**config.mk**
```make
export PLATFORM = sky130hd
export DESIGN_NAME = hssw_ctrl
export DESIGN_NICKNAME = d
export VERILOG_FILES = /design/src/core/hssw_pkg.sv /design/src/core/hssw_ctrl.sv
export VERILOG_INCLUDE_DIRS = /design/src /design/src/core
export SDC_FILE = /design/constraint.sdc
export NUM_CORES = 1
export LEC_CHECK = 0
export CORE_ASPECT_RATIO = 2
export CORE_MARGIN = 3
export CORE_UTILIZATION = 45
export CTS_BUF_LIST = sky130_fd_sc_hd__clkbuf_16
export DETAILED_ROUTE_END_ITERATION = 6
export DONT_BUFFER_PORTS = 1
export SLEW_MARGIN = 10
export SYNTH_ARGS = -nofsm -noshare
export SYNTH_HDL_FRONTEND = slang
export SYNTH_SLANG_ARGS = --single-unit
```
**constraint.sdc**
```tcl
create_clock -name clk_i -period 6.3 [get_ports clk_i]
set_clock_uncertainty 0.05 [all_clocks]
set_input_delay 1.89 -clock clk_i [delete_from_list [all_inputs] [get_ports clk_i]]
set_output_delay 1.89 -clock clk_i [all_outputs]
set_load 0.02 [all_outputs]
```
**src/core/hssw_regs.svh**
```systemverilog
// Register offsets, field positions, reset values and timing counts of the load switch block.
`ifndef HSSW_REGS_SVH
`define HSSW_REGS_SVH
`define HSSW_ADDR_SEL_A     8'h00
`define HSSW_ADDR_SEL_B     8'h04
`define HSSW_ADDR_SUP_CFG   8'h08
`define HSSW_ADDR_OC_STAT   8'h0c
`define HSSW_ADDR_OL_STAT   8'h10
`define HSSW_ADDR_SUP_STAT  8'h14
`define HSSW_ADDR_DUTY1     8'h18
`define HSSW_ADDR_DUTY2     8'h1c
`define HSSW_ADDR_FREQ      8'h20
`define HSSW_SEL_STRIDE     4
`define HSSW_OV_DIS_BIT     0
`define HSSW_UV_DIS_BIT     1
`define HSSW_REC_EN_BIT     2
`define HSSW_OV_FLAG_BIT    0
`define HSSW_UV_FLAG_BIT    1
`define HSSW_RST_SEL        3'h0
`define HSSW_RST_SUP_CFG    3'h0
`define HSSW_RST_DUTY       8'h00
`define HSSW_RST_FREQ       2'h0
`define HSSW_CLK_HZ         25000000
`define HSSW_CLK_NS         40
`define HSSW_OC_FILT_US     16
`define HSSW_OL_FILT_US     64
`define HSSW_OC_FILT_CYC    ((`HSSW_OC_FILT_US * 1000 + `HSSW_CLK_NS - 1) / `HSSW_CLK_NS)
`define HSSW_OL_FILT_CYC    ((`HSSW_OL_FILT_US * 1000 + `HSSW_CLK_NS - 1) / `HSSW_CLK_NS)
`define HSSW_PWM_LO_HZ      200
`define HSSW_PWM_HI_HZ      400
`define HSSW_PWM_LO_CYC     (`HSSW_CLK_HZ / `HSSW_PWM_LO_HZ)
`define HSSW_PWM_HI_CYC     (`HSSW_CLK_HZ / `HSSW_PWM_HI_HZ)
`endif

```
**src/core/hssw_pkg.sv**
```systemverilog
// Types shared by the load switch block.
package hssw_pkg;
	typedef enum logic [2:0] {
		HSSW_SRC_OFF  = 3'h0,
		HSSW_SRC_ON   = 3'h1,
		HSSW_SRC_TMR1 = 3'h2,
		HSSW_SRC_TMR2 = 3'h3,
		HSSW_SRC_PWM1 = 3'h4,
		HSSW_SRC_PWM2 = 3'h5
	} hssw_src_t;
	typedef enum logic [2:0] {
		HSSW_MODE_NORMAL   = 3'h0,
		HSSW_MODE_STOP     = 3'h1,
		HSSW_MODE_SLEEP    = 3'h2,
		HSSW_MODE_RESTART  = 3'h3,
		HSSW_MODE_FAILSAFE = 3'h4
	} hssw_mode_t;
	typedef enum logic [1:0] {
		HSSW_SUP_OK    = 2'b01,
		HSSW_SUP_FAULT = 2'b10
	} hssw_sup_t;
endpackage

```
**src/core/hssw_ctrl.sv**
```systemverilog
// Control of four high-side load switches with APB registers, PWM generators and protection.
//
// Overview of operation
// - Each output follows one chosen source: software on/off, a timer, or a PWM generator.
// - Configuration is writable only in normal mode; kept and locked in stop and sleep.
// - All outputs go off while the system is in restart or fail-safe mode.
// - Supply overvoltage forces outputs off unless overvoltage shutdown is disabled.
// - Supply undervoltage forces outputs off unless undervoltage shutdown is disabled.
// - After a supply fault, recovery resumes outputs; otherwise outputs stay off, fields cleared.
// - Supply faults set only the supply overvoltage and undervoltage flags.
// - Overcurrent lasting longer than the 16 us filter switches the output off.
// - Overcurrent shutdown sets the output's flag and resets its configuration to 000.
// - Overcurrent flags stay set until software clears them.
// - Open load checked only while on; low current for 64 us sets the flag.
// - Open load leaves the output on; its flag stays until software clears it.
// - Protection stays active in stop and sleep modes.
// - Outputs may stay on or PWM driven in low-power modes if configured earlier.
// - After restart or fail-safe, outputs can be re-enabled by register writes.
// - Two PWM generators each have their own 8-bit duty register.
// - Each generator runs at 200 Hz or 400 Hz, chosen independently.
// - A generator's waveform appears as soon as an output selects it.
// - Each output can select timer 1, timer 2, PWM 1, PWM 2, on or off.
//
// The APB slave port and the register addresses were decided locally.
`timescale 1ns/1ps
`include "hssw_regs.svh"

module hssw_ctrl
	import hssw_pkg::*;
#(
	parameter int unsigned OC_CYC    = `HSSW_OC_FILT_CYC,
	parameter int unsigned OL_CYC    = `HSSW_OL_FILT_CYC,
	parameter int unsigned PWM_LO_CYC = `HSSW_PWM_LO_CYC,
	parameter int unsigned PWM_HI_CYC = `HSSW_PWM_HI_CYC
) (
	// Clock and reset.
	input  wire logic        clk_i,
	input  wire logic        rst_n_i,
	// APB slave.
	input  wire logic        psel_i,
	input  wire logic        penable_i,
	input  wire logic        pwrite_i,
	input  wire logic [7:0]  paddr_i,
	input  wire logic [31:0] pwdata_i,
	output logic      [31:0] prdata_o,
	output logic             pready_o,
	output logic             pslverr_o,
	// System mode and timers.
	input  hssw_mode_t       sys_mode_i,
	input  wire logic        timer1_i,
	input  wire logic        timer2_i,
	// Analog comparators.
	input  wire logic        supply_ov_i,
	input  wire logic        supply_uv_i,
	input  wire logic [3:0]  overcurrent_i,
	input  wire logic [3:0]  openload_i,
	// Switch drive.
	output logic      [3:0]  load_switch_output_o
);
	localparam int PW  = $clog2(PWM_LO_CYC + 1);
	localparam int OCW = $clog2(OC_CYC + 1);
	localparam int OLW = $clog2(OL_CYC + 1);

	logic [9:0]    sync1_r;
	logic [9:0]    sync2_r;
	logic          ov_s;
	logic          uv_s;
	logic [3:0]    oc_s;
	logic [3:0]    ol_s;
	hssw_src_t     cfg_r [4];
	logic [2:0]    sup_cfg_r;
	logic [7:0]    duty_r [2];
	logic [1:0]    freq_r;
	logic [3:0]    oc_flag_r;
	logic [3:0]    ol_flag_r;
	logic [1:0]    sup_flag_r;
	logic [3:0]    out_r;
	logic [1:0]    pwm_lvl;
	logic [3:0]    oc_trip;
	logic [3:0]    ol_trip;
	hssw_sup_t     sup_st_r;
	logic          sup_fault;
	logic          sup_clear;
	logic          normal;
	logic          mode_off;
	logic          setup;
	logic          wr;
	logic          cfg_addr;
	logic          mapped;
	logic [31:0]   rd_data;
	logic [31:0]   prdata_r;
	logic          pready_r;
	logic          pslverr_r;
	logic          wr_sel_a;
	logic          wr_sel_b;
	logic          wr_sup_cfg;
	logic          wr_duty1;
	logic          wr_duty2;
	logic          wr_freq;
	logic          wr_oc_stat;
	logic          wr_ol_stat;
	logic          wr_sup_stat;
	logic [3:0]    oc_clr;
	logic [3:0]    ol_clr;
	logic [1:0]    sup_clr;
	logic          out_block;

	// Level picked by a source code; spare codes read as off.
	function automatic logic src_level(input hssw_src_t s, input logic t1, input logic t2,
			input logic [1:0] p);
		logic lvl;
		lvl = 1'b0;
		unique case (s)
			HSSW_SRC_ON:   lvl = 1'b1;
			HSSW_SRC_TMR1: lvl = t1;
			HSSW_SRC_TMR2: lvl = t2;
			HSSW_SRC_PWM1: lvl = p[0];
			HSSW_SRC_PWM2: lvl = p[1];
			default:       lvl = 1'b0;
		endcase
		return lvl;
	endfunction

	// Comparator inputs are asynchronous to clk_i.
	always_ff @(posedge clk_i or negedge rst_n_i) begin
		if (!rst_n_i) begin
			sync1_r <= 10'h000;
			sync2_r <= 10'h000;
		end else begin
			sync1_r <= {openload_i, overcurrent_i, supply_uv_i, supply_ov_i};
			sync2_r <= sync1_r;
		end
	end
	assign ov_s = sync2_r[0];
	assign uv_s = sync2_r[1];
	assign oc_s = sync2_r[5:2];
	assign ol_s = sync2_r[9:6];

	assign normal   = (sys_mode_i == HSSW_MODE_NORMAL);
	assign mode_off = (sys_mode_i == HSSW_MODE_RESTART) || (sys_mode_i == HSSW_MODE_FAILSAFE);
	assign sup_fault = (ov_s && !sup_cfg_r[`HSSW_OV_DIS_BIT])
		|| (uv_s && !sup_cfg_r[`HSSW_UV_DIS_BIT]);

	// APB decode. Zero wait states: the answer is prepared in the setup cycle.
	assign setup = psel_i && !penable_i;
	assign wr    = psel_i && penable_i && pready_r && pwrite_i && !pslverr_r;
	assign cfg_addr = (paddr_i == `HSSW_ADDR_SEL_A) || (paddr_i == `HSSW_ADDR_SEL_B)
		|| (paddr_i == `HSSW_ADDR_SUP_CFG) || (paddr_i == `HSSW_ADDR_DUTY1)
		|| (paddr_i == `HSSW_ADDR_DUTY2) || (paddr_i == `HSSW_ADDR_FREQ);
	assign mapped = cfg_addr || (paddr_i == `HSSW_ADDR_OC_STAT)
		|| (paddr_i == `HSSW_ADDR_OL_STAT) || (paddr_i == `HSSW_ADDR_SUP_STAT);

	// One write strobe per register, so every store below sees a single enable.
	assign wr_sel_a    = wr && (paddr_i == `HSSW_ADDR_SEL_A);
	assign wr_sel_b    = wr && (paddr_i == `HSSW_ADDR_SEL_B);
	assign wr_sup_cfg  = wr && (paddr_i == `HSSW_ADDR_SUP_CFG);
	assign wr_duty1    = wr && (paddr_i == `HSSW_ADDR_DUTY1);
	assign wr_duty2    = wr && (paddr_i == `HSSW_ADDR_DUTY2);
	assign wr_freq     = wr && (paddr_i == `HSSW_ADDR_FREQ);
	assign wr_oc_stat  = wr && (paddr_i == `HSSW_ADDR_OC_STAT);
	assign wr_ol_stat  = wr && (paddr_i == `HSSW_ADDR_OL_STAT);
	assign wr_sup_stat = wr && (paddr_i == `HSSW_ADDR_SUP_STAT);
	assign oc_clr      = wr_oc_stat ? pwdata_i[3:0] : 4'h0;
	assign ol_clr      = wr_ol_stat ? pwdata_i[3:0] : 4'h0;
	assign sup_clr     = wr_sup_stat ? pwdata_i[1:0] : 2'h0;

	always_comb begin
		rd_data = 32'h0000_0000;
		unique case (paddr_i)
			`HSSW_ADDR_SEL_A:    rd_data = {25'h0, cfg_r[1], 1'b0, cfg_r[0]};
			`HSSW_ADDR_SEL_B:    rd_data = {25'h0, cfg_r[3], 1'b0, cfg_r[2]};
			`HSSW_ADDR_SUP_CFG:  rd_data = {29'h0, sup_cfg_r};
			`HSSW_ADDR_OC_STAT:  rd_data = {28'h0, oc_flag_r};
			`HSSW_ADDR_OL_STAT:  rd_data = {28'h0, ol_flag_r};
			`HSSW_ADDR_SUP_STAT: rd_data = {30'h0, sup_flag_r};
			`HSSW_ADDR_DUTY1:    rd_data = {24'h0, duty_r[0]};
			`HSSW_ADDR_DUTY2:    rd_data = {24'h0, duty_r[1]};
			`HSSW_ADDR_FREQ:     rd_data = {30'h0, freq_r};
			default:             rd_data = 32'h0000_0000;
		endcase
	end

	// A configuration write outside normal mode is refused with an error answer.
	always_ff @(posedge clk_i or negedge rst_n_i) begin
		if (!rst_n_i) begin
			prdata_r  <= 32'h0000_0000;
			pready_r  <= 1'b0;
			pslverr_r <= 1'b0;
		end else begin
			pready_r  <= setup;
			prdata_r  <= (setup && !pwrite_i) ? rd_data : 32'h0000_0000;
			pslverr_r <= setup && (!mapped || (pwrite_i && cfg_addr && !normal));
		end
	end

	// Supply fault tracking; the leaving edge decides recovery.
	always_ff @(posedge clk_i or negedge rst_n_i) begin
		if (!rst_n_i) begin
			sup_st_r <= HSSW_SUP_OK;
		end else begin
			unique case (sup_st_r)
				HSSW_SUP_OK:    if (sup_fault) sup_st_r <= HSSW_SUP_FAULT;
				HSSW_SUP_FAULT: if (!sup_fault) sup_st_r <= HSSW_SUP_OK;
			endcase
		end
	end
	assign sup_clear = (sup_st_r == HSSW_SUP_FAULT) && !sup_fault
		&& !sup_cfg_r[`HSSW_REC_EN_BIT];
	// The cycle in which a fault leaves without recovery is blocked too, since the selects clear only at its end.
	assign out_block = mode_off || sup_fault || sup_clear;

	// Source selection. Hardware clears win over a write in the same cycle.
	generate
		for (genvar i = 0; i < 4; i++) begin : g_cfg
			localparam bit LOW_PAIR = (i < 2);
			localparam int LSB = (i % 2) * `HSSW_SEL_STRIDE;
			always_ff @(posedge clk_i or negedge rst_n_i) begin
				if (!rst_n_i) begin
					cfg_r[i] <= hssw_src_t'(`HSSW_RST_SEL);
				end else if (mode_off) begin
					cfg_r[i] <= HSSW_SRC_OFF;
				end else if (oc_trip[i] || sup_clear) begin
					cfg_r[i] <= HSSW_SRC_OFF;
				end else if (LOW_PAIR ? wr_sel_a : wr_sel_b) begin
					cfg_r[i] <= hssw_src_t'(pwdata_i[LSB +: 3]);
				end
			end
		end
	endgenerate

	// Settings that only change by software writes; kept as is in low-power modes.
	always_ff @(posedge clk_i or negedge rst_n_i) begin
		if (!rst_n_i) begin
			sup_cfg_r <= `HSSW_RST_SUP_CFG;
			duty_r[0] <= `HSSW_RST_DUTY;
			duty_r[1] <= `HSSW_RST_DUTY;
			freq_r    <= `HSSW_RST_FREQ;
		end else begin
			if (wr_sup_cfg)
				sup_cfg_r <= pwdata_i[2:0];
			if (wr_duty1)
				duty_r[0] <= pwdata_i[7:0];
			if (wr_duty2)
				duty_r[1] <= pwdata_i[7:0];
			if (wr_freq)
				freq_r <= pwdata_i[1:0];
		end
	end

	// PWM generators run freely so a newly assigned output picks up the wave at once.
	generate
		for (genvar g = 0; g < 2; g++) begin : g_pwm
			logic [PW-1:0]   cnt_r;
			logic [PW-1:0]   per;
			logic [PW+7:0]   prod;
			logic [PW-1:0]   thr_r;
			logic            lvl_r;
			assign per  = freq_r[g] ? PW'(PWM_HI_CYC) : PW'(PWM_LO_CYC);
			assign prod = (PW+8)'(duty_r[g]) * (PW+8)'(per);
			// The threshold is registered to keep the multiplier off the compare path.
			// A new duty therefore reaches the wave one cycle later; a new frequency sets the period at once and the threshold one cycle later.
			always_ff @(posedge clk_i or negedge rst_n_i) begin
				if (!rst_n_i) begin
					thr_r <= '0;
				end else begin
					thr_r <= prod[PW+7:8];
				end
			end
			always_ff @(posedge clk_i or negedge rst_n_i) begin
				if (!rst_n_i) begin
					cnt_r <= '0;
					lvl_r <= 1'b0;
				end else begin
					cnt_r <= (cnt_r >= per - PW'(1)) ? '0 : cnt_r + PW'(1);
					lvl_r <= (cnt_r < thr_r);
				end
			end
			assign pwm_lvl[g] = lvl_r;
		end
	endgenerate

	// Per output drive and load monitoring; both filters need the condition unbroken.
	generate
		for (genvar i = 0; i < 4; i++) begin : g_out
			logic [OCW-1:0] oc_cnt_r;
			logic [OLW-1:0] ol_cnt_r;
			always_ff @(posedge clk_i or negedge rst_n_i) begin
				if (!rst_n_i) begin
					out_r[i] <= 1'b0;
				end else begin
					out_r[i] <= !out_block
						&& src_level(cfg_r[i], timer1_i, timer2_i, pwm_lvl);
				end
			end
			always_ff @(posedge clk_i or negedge rst_n_i) begin
				if (!rst_n_i) begin
					oc_cnt_r <= '0;
				end else if (out_r[i] && oc_s[i] && !oc_trip[i]) begin
					oc_cnt_r <= oc_cnt_r + OCW'(1);
				end else begin
					oc_cnt_r <= '0;
				end
			end
			always_ff @(posedge clk_i or negedge rst_n_i) begin
				if (!rst_n_i) begin
					ol_cnt_r <= '0;
				end else if (out_r[i] && ol_s[i] && ol_cnt_r != OLW'(OL_CYC)) begin
					ol_cnt_r <= ol_cnt_r + OLW'(1);
				end else if (!(out_r[i] && ol_s[i])) begin
					ol_cnt_r <= '0;
				end
			end
			assign oc_trip[i] = out_r[i] && oc_s[i] && (oc_cnt_r == OCW'(OC_CYC));
			assign ol_trip[i] = out_r[i] && ol_s[i] && (ol_cnt_r == OLW'(OL_CYC - 1));
		end
	endgenerate

	// Sticky flags, write one to clear; a new event in the clearing cycle wins.
	always_ff @(posedge clk_i or negedge rst_n_i) begin
		if (!rst_n_i) begin
			oc_flag_r <= 4'h0;
		end else begin
			oc_flag_r <= oc_trip | (oc_flag_r & ~oc_clr);
		end
	end
	always_ff @(posedge clk_i or negedge rst_n_i) begin
		if (!rst_n_i) begin
			ol_flag_r <= 4'h0;
		end else begin
			ol_flag_r <= ol_trip | (ol_flag_r & ~ol_clr);
		end
	end
	always_ff @(posedge clk_i or negedge rst_n_i) begin
		if (!rst_n_i) begin
			sup_flag_r <= 2'h0;
		end else begin
			sup_flag_r <= {uv_s, ov_s} | (sup_flag_r & ~sup_clr);
		end
	end

	assign prdata_o             = prdata_r;
	assign pready_o             = pready_r;
	assign pslverr_o            = pslverr_r;
	assign load_switch_output_o = out_r;
endmodule

```
==> impl_results.md, run 1 <==
* Worst EP required at 6.70 ns
* Tot GR Track Use at 19.9%
* WL/cell at 16.7 um
* Most frequent cell after synthesis: dfrtp_1
* Num CTS Buffers at 23
* Crit end category: flop
* Final design utilization at 49.2%
* Syn avg cell area at 9.59 um2
* Largest net degree at the start of global routing at 230
* Initial antenna violation count at 0
* Vias in the first global route at 11.6k
* Area delta synth->final at 7.37%
* Drt pass-1 iters at 5
* Hold WS at 0.299 ns
* Initial DRC Count at 403
* Worst rel slew slack at 41.2%
* Die Width at 137 um
* Top_reg_cell synth: dfrtp_1
* Seq cells post-synth at 229
* Most used cell, CP: inv_1
* Final setup fails at 0
* Worst path bufs/invs at 5
* Post-CTS setup buffer count at 0
* Share of layout cells above drive strength 1 at 3.98%
* DR DRC count at 0
* Setup CP Type: flop to flop
* Setup repair after global routing missed its margin: no
* Worst Tran Pin Value at 0.881 ns
* Sequential area share after synthesis at 37.2%
* GP Congestion at 0.876
* Mapped Area at 15,400 um2
* Io pins at 98
* Max Cap Violations at 0
* Cts hold-fix bufs at 0
* Vias/cell at 5.27
* Vias after detailed routing at 10.9k
* Synthesis Warnings at 0
* Sum Neg Setup Slack at 0 ns
* Startpoint Class: flop
* H-tree Lvls at 1
* Number of port buffers at 0
* Longest Clk Path Bufs at 3
* CTS sink cnt at 229
* Global route overflow at 0
* Die height at 268 um
* Min Tclk post-route at 5.02 ns
* Status: finished clean
* Crit Path Max Fanout at 14
* First-pass GRT wire length at 57,800 um
* Placed wire-length estimate at 27,200 um
* Site Rows at 95
* PwrDens at 197 nW/um2
* VDD IR max at 0.184 mV
* Worst path arrival time at 5.42 ns
* Cell with the largest stage delay on the worst path: o21ai_0
* CP peak stage delay at 0.56 ns
* Final Hold Viols at 0
* Die area at 36,600 um2
* Post-synth cell types at 64
* GRT Max-Usage Layer: met2
* Final Max Tran Viols at 0
* Post-CTS Resized at 0
* Synth area leaders: dfrtp_1 (37%), ha_1 (14%), fa_1 (9.1%), inv_1 (5.1%), nor2_1 (4.7%)
* Worst-Skew Late Latency at 0.55 ns
* GR Util met2 at 38.4%
* Tcrit/Tclk final at 79.6%
* GRT met3 Usage at 2.76%
* Cell Chain, Critical Path: buf_4 -> o21ai_0 -> ha_1 -> inv_1 -> fa_1 -> inv_1 -> ha_1 -> inv_1 -> fa_1 -> inv_1 -> ha_1 -> a21oi_1 -> o21ai_1 -> a211o_1 -> a211oi_1 -> nor2_1 -> o221ai_1 -> xnor2_1
* Post-synth top area cell: dfrtp_1
* Root Driver: clkbuf_16
* Final wirelength at 34,600 um
* Cell family with most CP delay: adder cells
* Number of flops mapped to enable cells by yosys at 0
* Core ar. at 33,600 um2
* Post-Syn Instances at 1,606
* ANT cells at 0
* M1 GR Usage at 20.0%
* Clk pin slew, worst setup/hold paths at 0.07 ns
* CTS tree: yes
* # nets final at 1,915
* Post-synth ARST share at 100%
* Fmax at 199 MHz
* Antenna violation net count after detailed routing at 0
* Initial core utilization at 45.8%
* Hold crit path type: flop to flop
* Pleak at 8.04 nW
* Commonest cells in the netlist: dfrtp_1 (228), inv_1 (211), nor2_1 (192)
* Synth top area share at 37.0%
## where the power goes
part | switching, W | internal, W | leakage (nW) | total [W]
registers | 0.0000224 | 0.00153 | 2.94 | 0.00155
clock network | 0.000615 | 0.000755 | 0.368 | 0.00137
logic | 0.000205 | 0.000135 | 4.73 | 0.000340
## final timing paths
check	start	end	depth (start not counted)	slack (ns)
worst max-delay path	freq_r[0]	g_pwm[0].thr_r[16]	18	1.28
worst min-delay path	sync1_r[4]	sync2_r[4]	0	0.30
worst max register to register	freq_r[0]	g_pwm[0].thr_r[16]	18	1.28
worst min register to register	sync1_r[4]	sync2_r[4]	0	0.30
max in group asynchronous	rst_n_i	g_pwm[1].thr_r[8]	0	4.72
min in group asynchronous	rst_n_i	g_out[0].oc_cnt_r[0]	0	0.99
## cell families (layout without fill, tap and decap cells)
kind of cell | count (synthesis) | count (layout) | synth area share (%)
AND/OR/NAND/NOR | 524 | 524 | 15.8
buffers and inverters | 270 | 256 | 7.22
adder cells (fa/ha/maj) | 239 | 239 | 22.8
flip-flops | 229 | 229 | 37.2
AO/OA/AOI/OAI | 191 | 191 | 8.00
XOR/XNOR | 124 | 124 | 7.05
multiplexers | 27 | 27 | 1.81
other | 2 | 43 | 0.0487
## metrics by stage
step / setup slack (ns) / instance area, um2 / power (W) / std cells
final: 1.28 / 16500 / 0.00326 / 2069
after global routing: 1.03 / 16500 / 0.00341 / 2069
after floorplan: 1.70 / 15600 / 0.00185 / 1647
after CTS: 1.27 / 16500 / 0.00331 / 2069
after detailed placement: 1.30 / 15800 / 0.00192 / 2027
after global placement: 1.28 / 15800 / 0.00191 / 2027
## flip-flops by register name, summed over array words and instances (netlist names), 3 cells and up
signal and flops:
sync1_r 10, load_switch_output_o 4, ol_flag_r 4, sync2_r 10, oc_flag_r 4, g_out.ol_cnt_r 44, g_pwm.thr_r 34, sup_cfg_r 3
g_pwm.cnt_r 34, cfg_r 12, g_out.oc_cnt_r 36, prdata_o 8, duty_r 16
## cell type report
cell class | count | area, um2
Clock buffer | 23 | 576
Timing Repair Buffer | 3 | 22.5
Tap cell | 436 | 546
Inverter | 211 | 792
Multi-Input combinational cell | 1148 | 8720
Clock inverter | 19 | 158
Sequential cell | 229 | 5730
Fill cell | 3140 | 17100
## layout by cell type, fill, tap and decap left out, drive strengths merged, types with 8 or more instances in the layout
cell type and instances:
fa 70, dfrtp 228, and3 21, and2 9, o21a 8, inv 217
nor3 25, o21ai 68, xnor2 49, clkbuf 23, conb 43, mux2i 20
xor2 75, nand2 128, nor2 194, ha 169, a21o 15, nand3 67
nor2b 14, a21oi 44, clkinv 8, nand4 26
## per-layer routing
| metal | wire (um) | share of wire, % | vias up |
|---|---|---|---|
| li1 | - | - | 5234 |
| met1 | 12200 | 35 | 5399 |
| met2 | 19200 | 55 | 193 |
| met3 | 1310 | 3.8 | 87 |
| met4 | 2010 | 5.8 | 0 |
| met5 | 0 | 0 | - |
Note: power is estimated with default switching activity, not from simulation.
==> run 2: changes to the inputs <==
Settings changed: ABC_AREA from default to 1.
Clock period 6.3 ns to 4.7 ns, I/O delays scaled along.
==> run 2 against run 1 <==
Against the previous run:
- final cell count increased by 27%
- largest power group unchanged
- final area grew 9.4%
- critical path depth unchanged
- combinational power down 47%
- register-to-register slack got worse by 0.86 ns
- first-iteration DRC count up 16%
- sequential cell count stayed put
==> impl_results.md, run 2 <==
* Most frequent cells in the layout: nand2_1 (455), inv_1 (390), nor2_1 (249) (was dfrtp_1 (228), inv_1 (214), nor2_1 (192))
* Setup CP Type: flop to flop (unchanged)
* CTS sink cnt at 229 (unchanged)
* H-tree Lvls at 1 (unchanged)
* Tcrit/Tclk final at 91.0% (was 79.6%)
* Cell with the largest stage delay on the worst path: dfrtp_1 (was o21ai_0)
* Die height at 280 um (was 268 um)
* Largest registers: g_out.ol_cnt_r: 44 flops, g_out.oc_cnt_r: 36 flops (unchanged)
* Most frequent cell after synthesis: nand2_1 (was dfrtp_1)
* Drt pass-1 iters at 5 (unchanged)
* Post-synth top area cell: dfrtp_1 (unchanged)
* Max reg flops at 44 (unchanged)
* Die area at 40,000 um2 (was 36,600 um2)
* Vias after detailed routing at 13.4k (was 10.9k)
* Crit end category: flop (unchanged)
* Final worst-path setup slack at 0.424 ns (was 1.28 ns)
* FF-to-FF setup slack at 0.42 ns (was 1.28 ns)
* Worst path arrival time at 4.65 ns (was 5.42 ns)
* Vias/cell at 5.08 (was 5.27)
* Num CTS Buffers at 23 (unchanged)
* Final design utilization at 49.2% (about the same)
* Final instance area at 18,100 um2 (was 16,500 um2)
* Cell Chain, Critical Path: buf_4 -> nand2_1 -> inv_1 -> ha_1 -> ha_1 -> fa_1 -> inv_1 -> fa_1 -> inv_1 -> ha_1 -> nand2_1 -> a21oi_1 -> nor2_1 -> nor2_1 -> nor2_1 -> nand2_1 -> nand2_1 -> nand2_1 (was buf_4 -> o21ai_0 -> ha_1 -> inv_1 -> fa_1 -> inv_1 -> ha_1 -> inv_1 -> fa_1 -> inv_1 -> ha_1 -> a21oi_1 -> o21ai_1 -> a211o_1 -> a211oi_1 -> nor2_1 -> o221ai_1 -> xnor2_1)
* Largest net degree at the start of global routing at 230 (unchanged)
* Most used cell, CP: nand2_1 (was inv_1)
* Final wirelength at 38,600 um (was 34,600 um)
* Fmax at 234 MHz (was 199 MHz)
* Synth area leaders: dfrtp_1 (34%), ha_1 (13%), nand2_1 (10%), inv_1 (8.6%), fa_1 (8.3%) (was dfrtp_1 (37%), ha_1 (14%), fa_1 (9.1%), inv_1 (5.1%), nor2_1 (4.7%))
* Site Rows at 99 (was 95)
* Worst path bufs/invs at 4 (was 5)
* Sequential area share after synthesis at 33.9% (was 37.2%)
* Pleak at 9.58 nW (was 8.04 nW)
* Min Tclk post-route at 4.28 ns (was 5.02 ns)
* Syn avg cell area at 7.92 um2 (was 9.59 um2)
* Cell family with most CP delay: adder cells (unchanged)
* # nets final at 2,463 (was 1,915)
* Worst Tran Pin Value at 0.652 ns (was 0.881 ns)
* Reg2reg path depth at 18 (unchanged)
* Synthesis Warnings at 0 (unchanged)
* Worst EP required at 5.07 ns (was 6.70 ns)
* Final setup fails at 0 (unchanged)
* Io pins at 98 (unchanged)
* Global route overflow at 0 (unchanged)
* Placement-stage worst setup slack at 0.427 ns (was 1.30 ns)
* Most flops, register: g_out.ol_cnt_r (unchanged)
* Antenna violation net count after detailed routing at 0 (unchanged)
* Initial core utilization at 45.9% (was 45.8%)
* Vias in the first global route at 14.0k (was 11.6k)
* Crit Path Max Fanout at 17 (was 14)
* Mapped Area at 16,900 um2 (was 15,400 um2)
* Hold crit path type: flop to flop (unchanged)
* CP peak stage delay at 0.65 ns (was 0.56 ns)
* Cts hold-fix bufs at 0 (unchanged)
* Commonest non-fill, non-tap cell in the layout: nand2_1 (was dfrtp_1)
* Area delta synth->final at 7.10% (was 7.37%)
* Worst rel slew slack at 56.0% (was 41.2%)
* VDD IR max at 0.280 mV (was 0.184 mV)
* Placed cell areas at 17,400 um2 (was 15,800 um2)
* Post-CTS setup buffer count at 0 (unchanged)
* Reg2Reg Launch Point: freq_r[1] (was freq_r[0])
* Initial antenna violation count at 0 (unchanged)
* DR DRC count at 0 (unchanged)
* Die Width at 143 um (was 137 um)
* Synth top area share at 33.8% (was 37.0%)
* Max Cap Violations at 0 (unchanged)
* Post-Syn Instances at 2,133 (was 1,606)
* Placed wire-length estimate at 31,300 um (was 27,200 um)
* Top_reg_cell synth: dfrtp_1 (unchanged)
* PwrDens at 217 nW/um2 (was 197 nW/um2)
* Commonest cells in the netlist: nand2_1 (455), inv_1 (387), nor2_1 (249) (was dfrtp_1 (228), inv_1 (211), nor2_1 (192))
* Setup repair after global routing missed its margin: no (unchanged)
* Final Max Tran Viols at 0 (unchanged)
* Sum Neg Setup Slack at 0 ns (unchanged)
* CTS tree: yes (unchanged)
* Reg-to-reg endpoint: g_pwm[1].thr_r[14] (was g_pwm[0].thr_r[16])
* Startpoint Class: flop (unchanged)
* Share of layout cells above drive strength 1 at 5.05% (was 3.98%)
* Hold Path Origin: sync1_r[1] (was sync1_r[4])
* Number of flops mapped to enable cells by yosys at 0 (unchanged)
* Number of port buffers at 0 (unchanged)
* Seq cells post-synth at 229 (unchanged)
* Post-synth ARST share at 100% (unchanged)
* WL/cell at 14.6 um (was 16.7 um)
* Core ar. at 36,800 um2 (was 33,600 um2)
* CP startpoint: freq_r[1] (was freq_r[0])
* WHS Path Cells at 0 (unchanged)
* Initial DRC Count at 468 (was 403)
* Post-synth cell types at 48 (was 64)
* Post-CTS Resized at 0 (unchanged)
* Final Hold Viols at 0 (unchanged)
* Clk pin slew, worst setup/hold paths at 0.07 ns (about the same)
* Status: finished clean (unchanged)
* Longest Clk Path Bufs at 3 (unchanged)
* Worst Hold Path EP: sync2_r[1] (was sync2_r[4])
* ANT cells at 0 (unchanged)
* GP Congestion at 0.923 (was 0.876)
* Worst-Skew Late Latency at 0.53 ns (was 0.55 ns)
* Root Driver: clkbuf_16 (unchanged)
* First-pass GRT wire length at 65,100 um (was 57,800 um)
* Tot GR Track Use at 20.0% (was 19.9%)
-- run 2: metrics by stage --
step / instances / total power (W) / hold slack (ns)
after floorplan: 2174 / 0.00220 / 0.281
after global placement: 2593 / 0.00222 / 0.282
after detailed placement: 2593 / 0.00223 / 0.285
after CTS: 2633 / 0.00399 / 0.294
after global routing: 2633 / 0.00407 / 0.297
final: 2633 / 0.00392 / 0.292
-- run 2: where the power goes --
part	switching (W)	internal, W	leakage (nW)
clock network	0.000786	0.000945	0.351
logic	0.000128	0.0000529	6.20
registers	0.0000152	0.00200	3.03
-- run 2: cell type report --
type,instances,area (um2)
Fill cell,3566,18700
Clock inverter,17,113
Tap cell,454,568
Clock buffer,23,576
Multi-Input combinational cell,1500,9520
Timing Repair Buffer,11,82.6
Sequential cell,229,5730
Inverter,399,1500
-- run 2: per-layer routing --
metal / global-route usage [%] / up-vias / wire [um]
met3: 1.94 / 110 / 1210
met4: 9.37 / 0 / 1990
met5: 0 / - / 0
met2: 40.9 / 242 / 22400
met1: 19.0 / 6349 / 12900
li1: - / 6670 / -
-- run 2: how the worst max path moves through the flow --
stage | to | depth (start not counted)
finish | g_pwm[1].thr_r[14] | 18
global route | g_pwm[1].thr_r[14] | 18
CTS | g_pwm[0].thr_r[16] | 19
detailed placement | g_pwm[1].thr_r[14] | 18
global placement | g_pwm[0].thr_r[12] | 19
floorplan | g_pwm[0].thr_r[15] | 16
-- run 2: worst register-to-register path: cells and delay by family (launching register included) --
kind / cells / cell delay [ns]
AO/OA/AOI/OAI: 1 / 0.08
AND/OR/NAND/NOR: 8 / 0.83
flip-flops: 1 / 0.65
adder cells (fa/ha/maj): 5 / 1.99
buffers and inverters: 4 / 0.56
-- run 2: kinds of logic after synthesis --
family,count (synthesis),share of synthesized area [%]
AOI/OAI and AO/OA,204,6.60
xor gates and xnor gates,61,3.16
adders and majority gates,239,20.8
buffers and inverters,445,10.6
DFF,229,33.9
other,2,0.0445
and+or+nand+nor,953,24.8
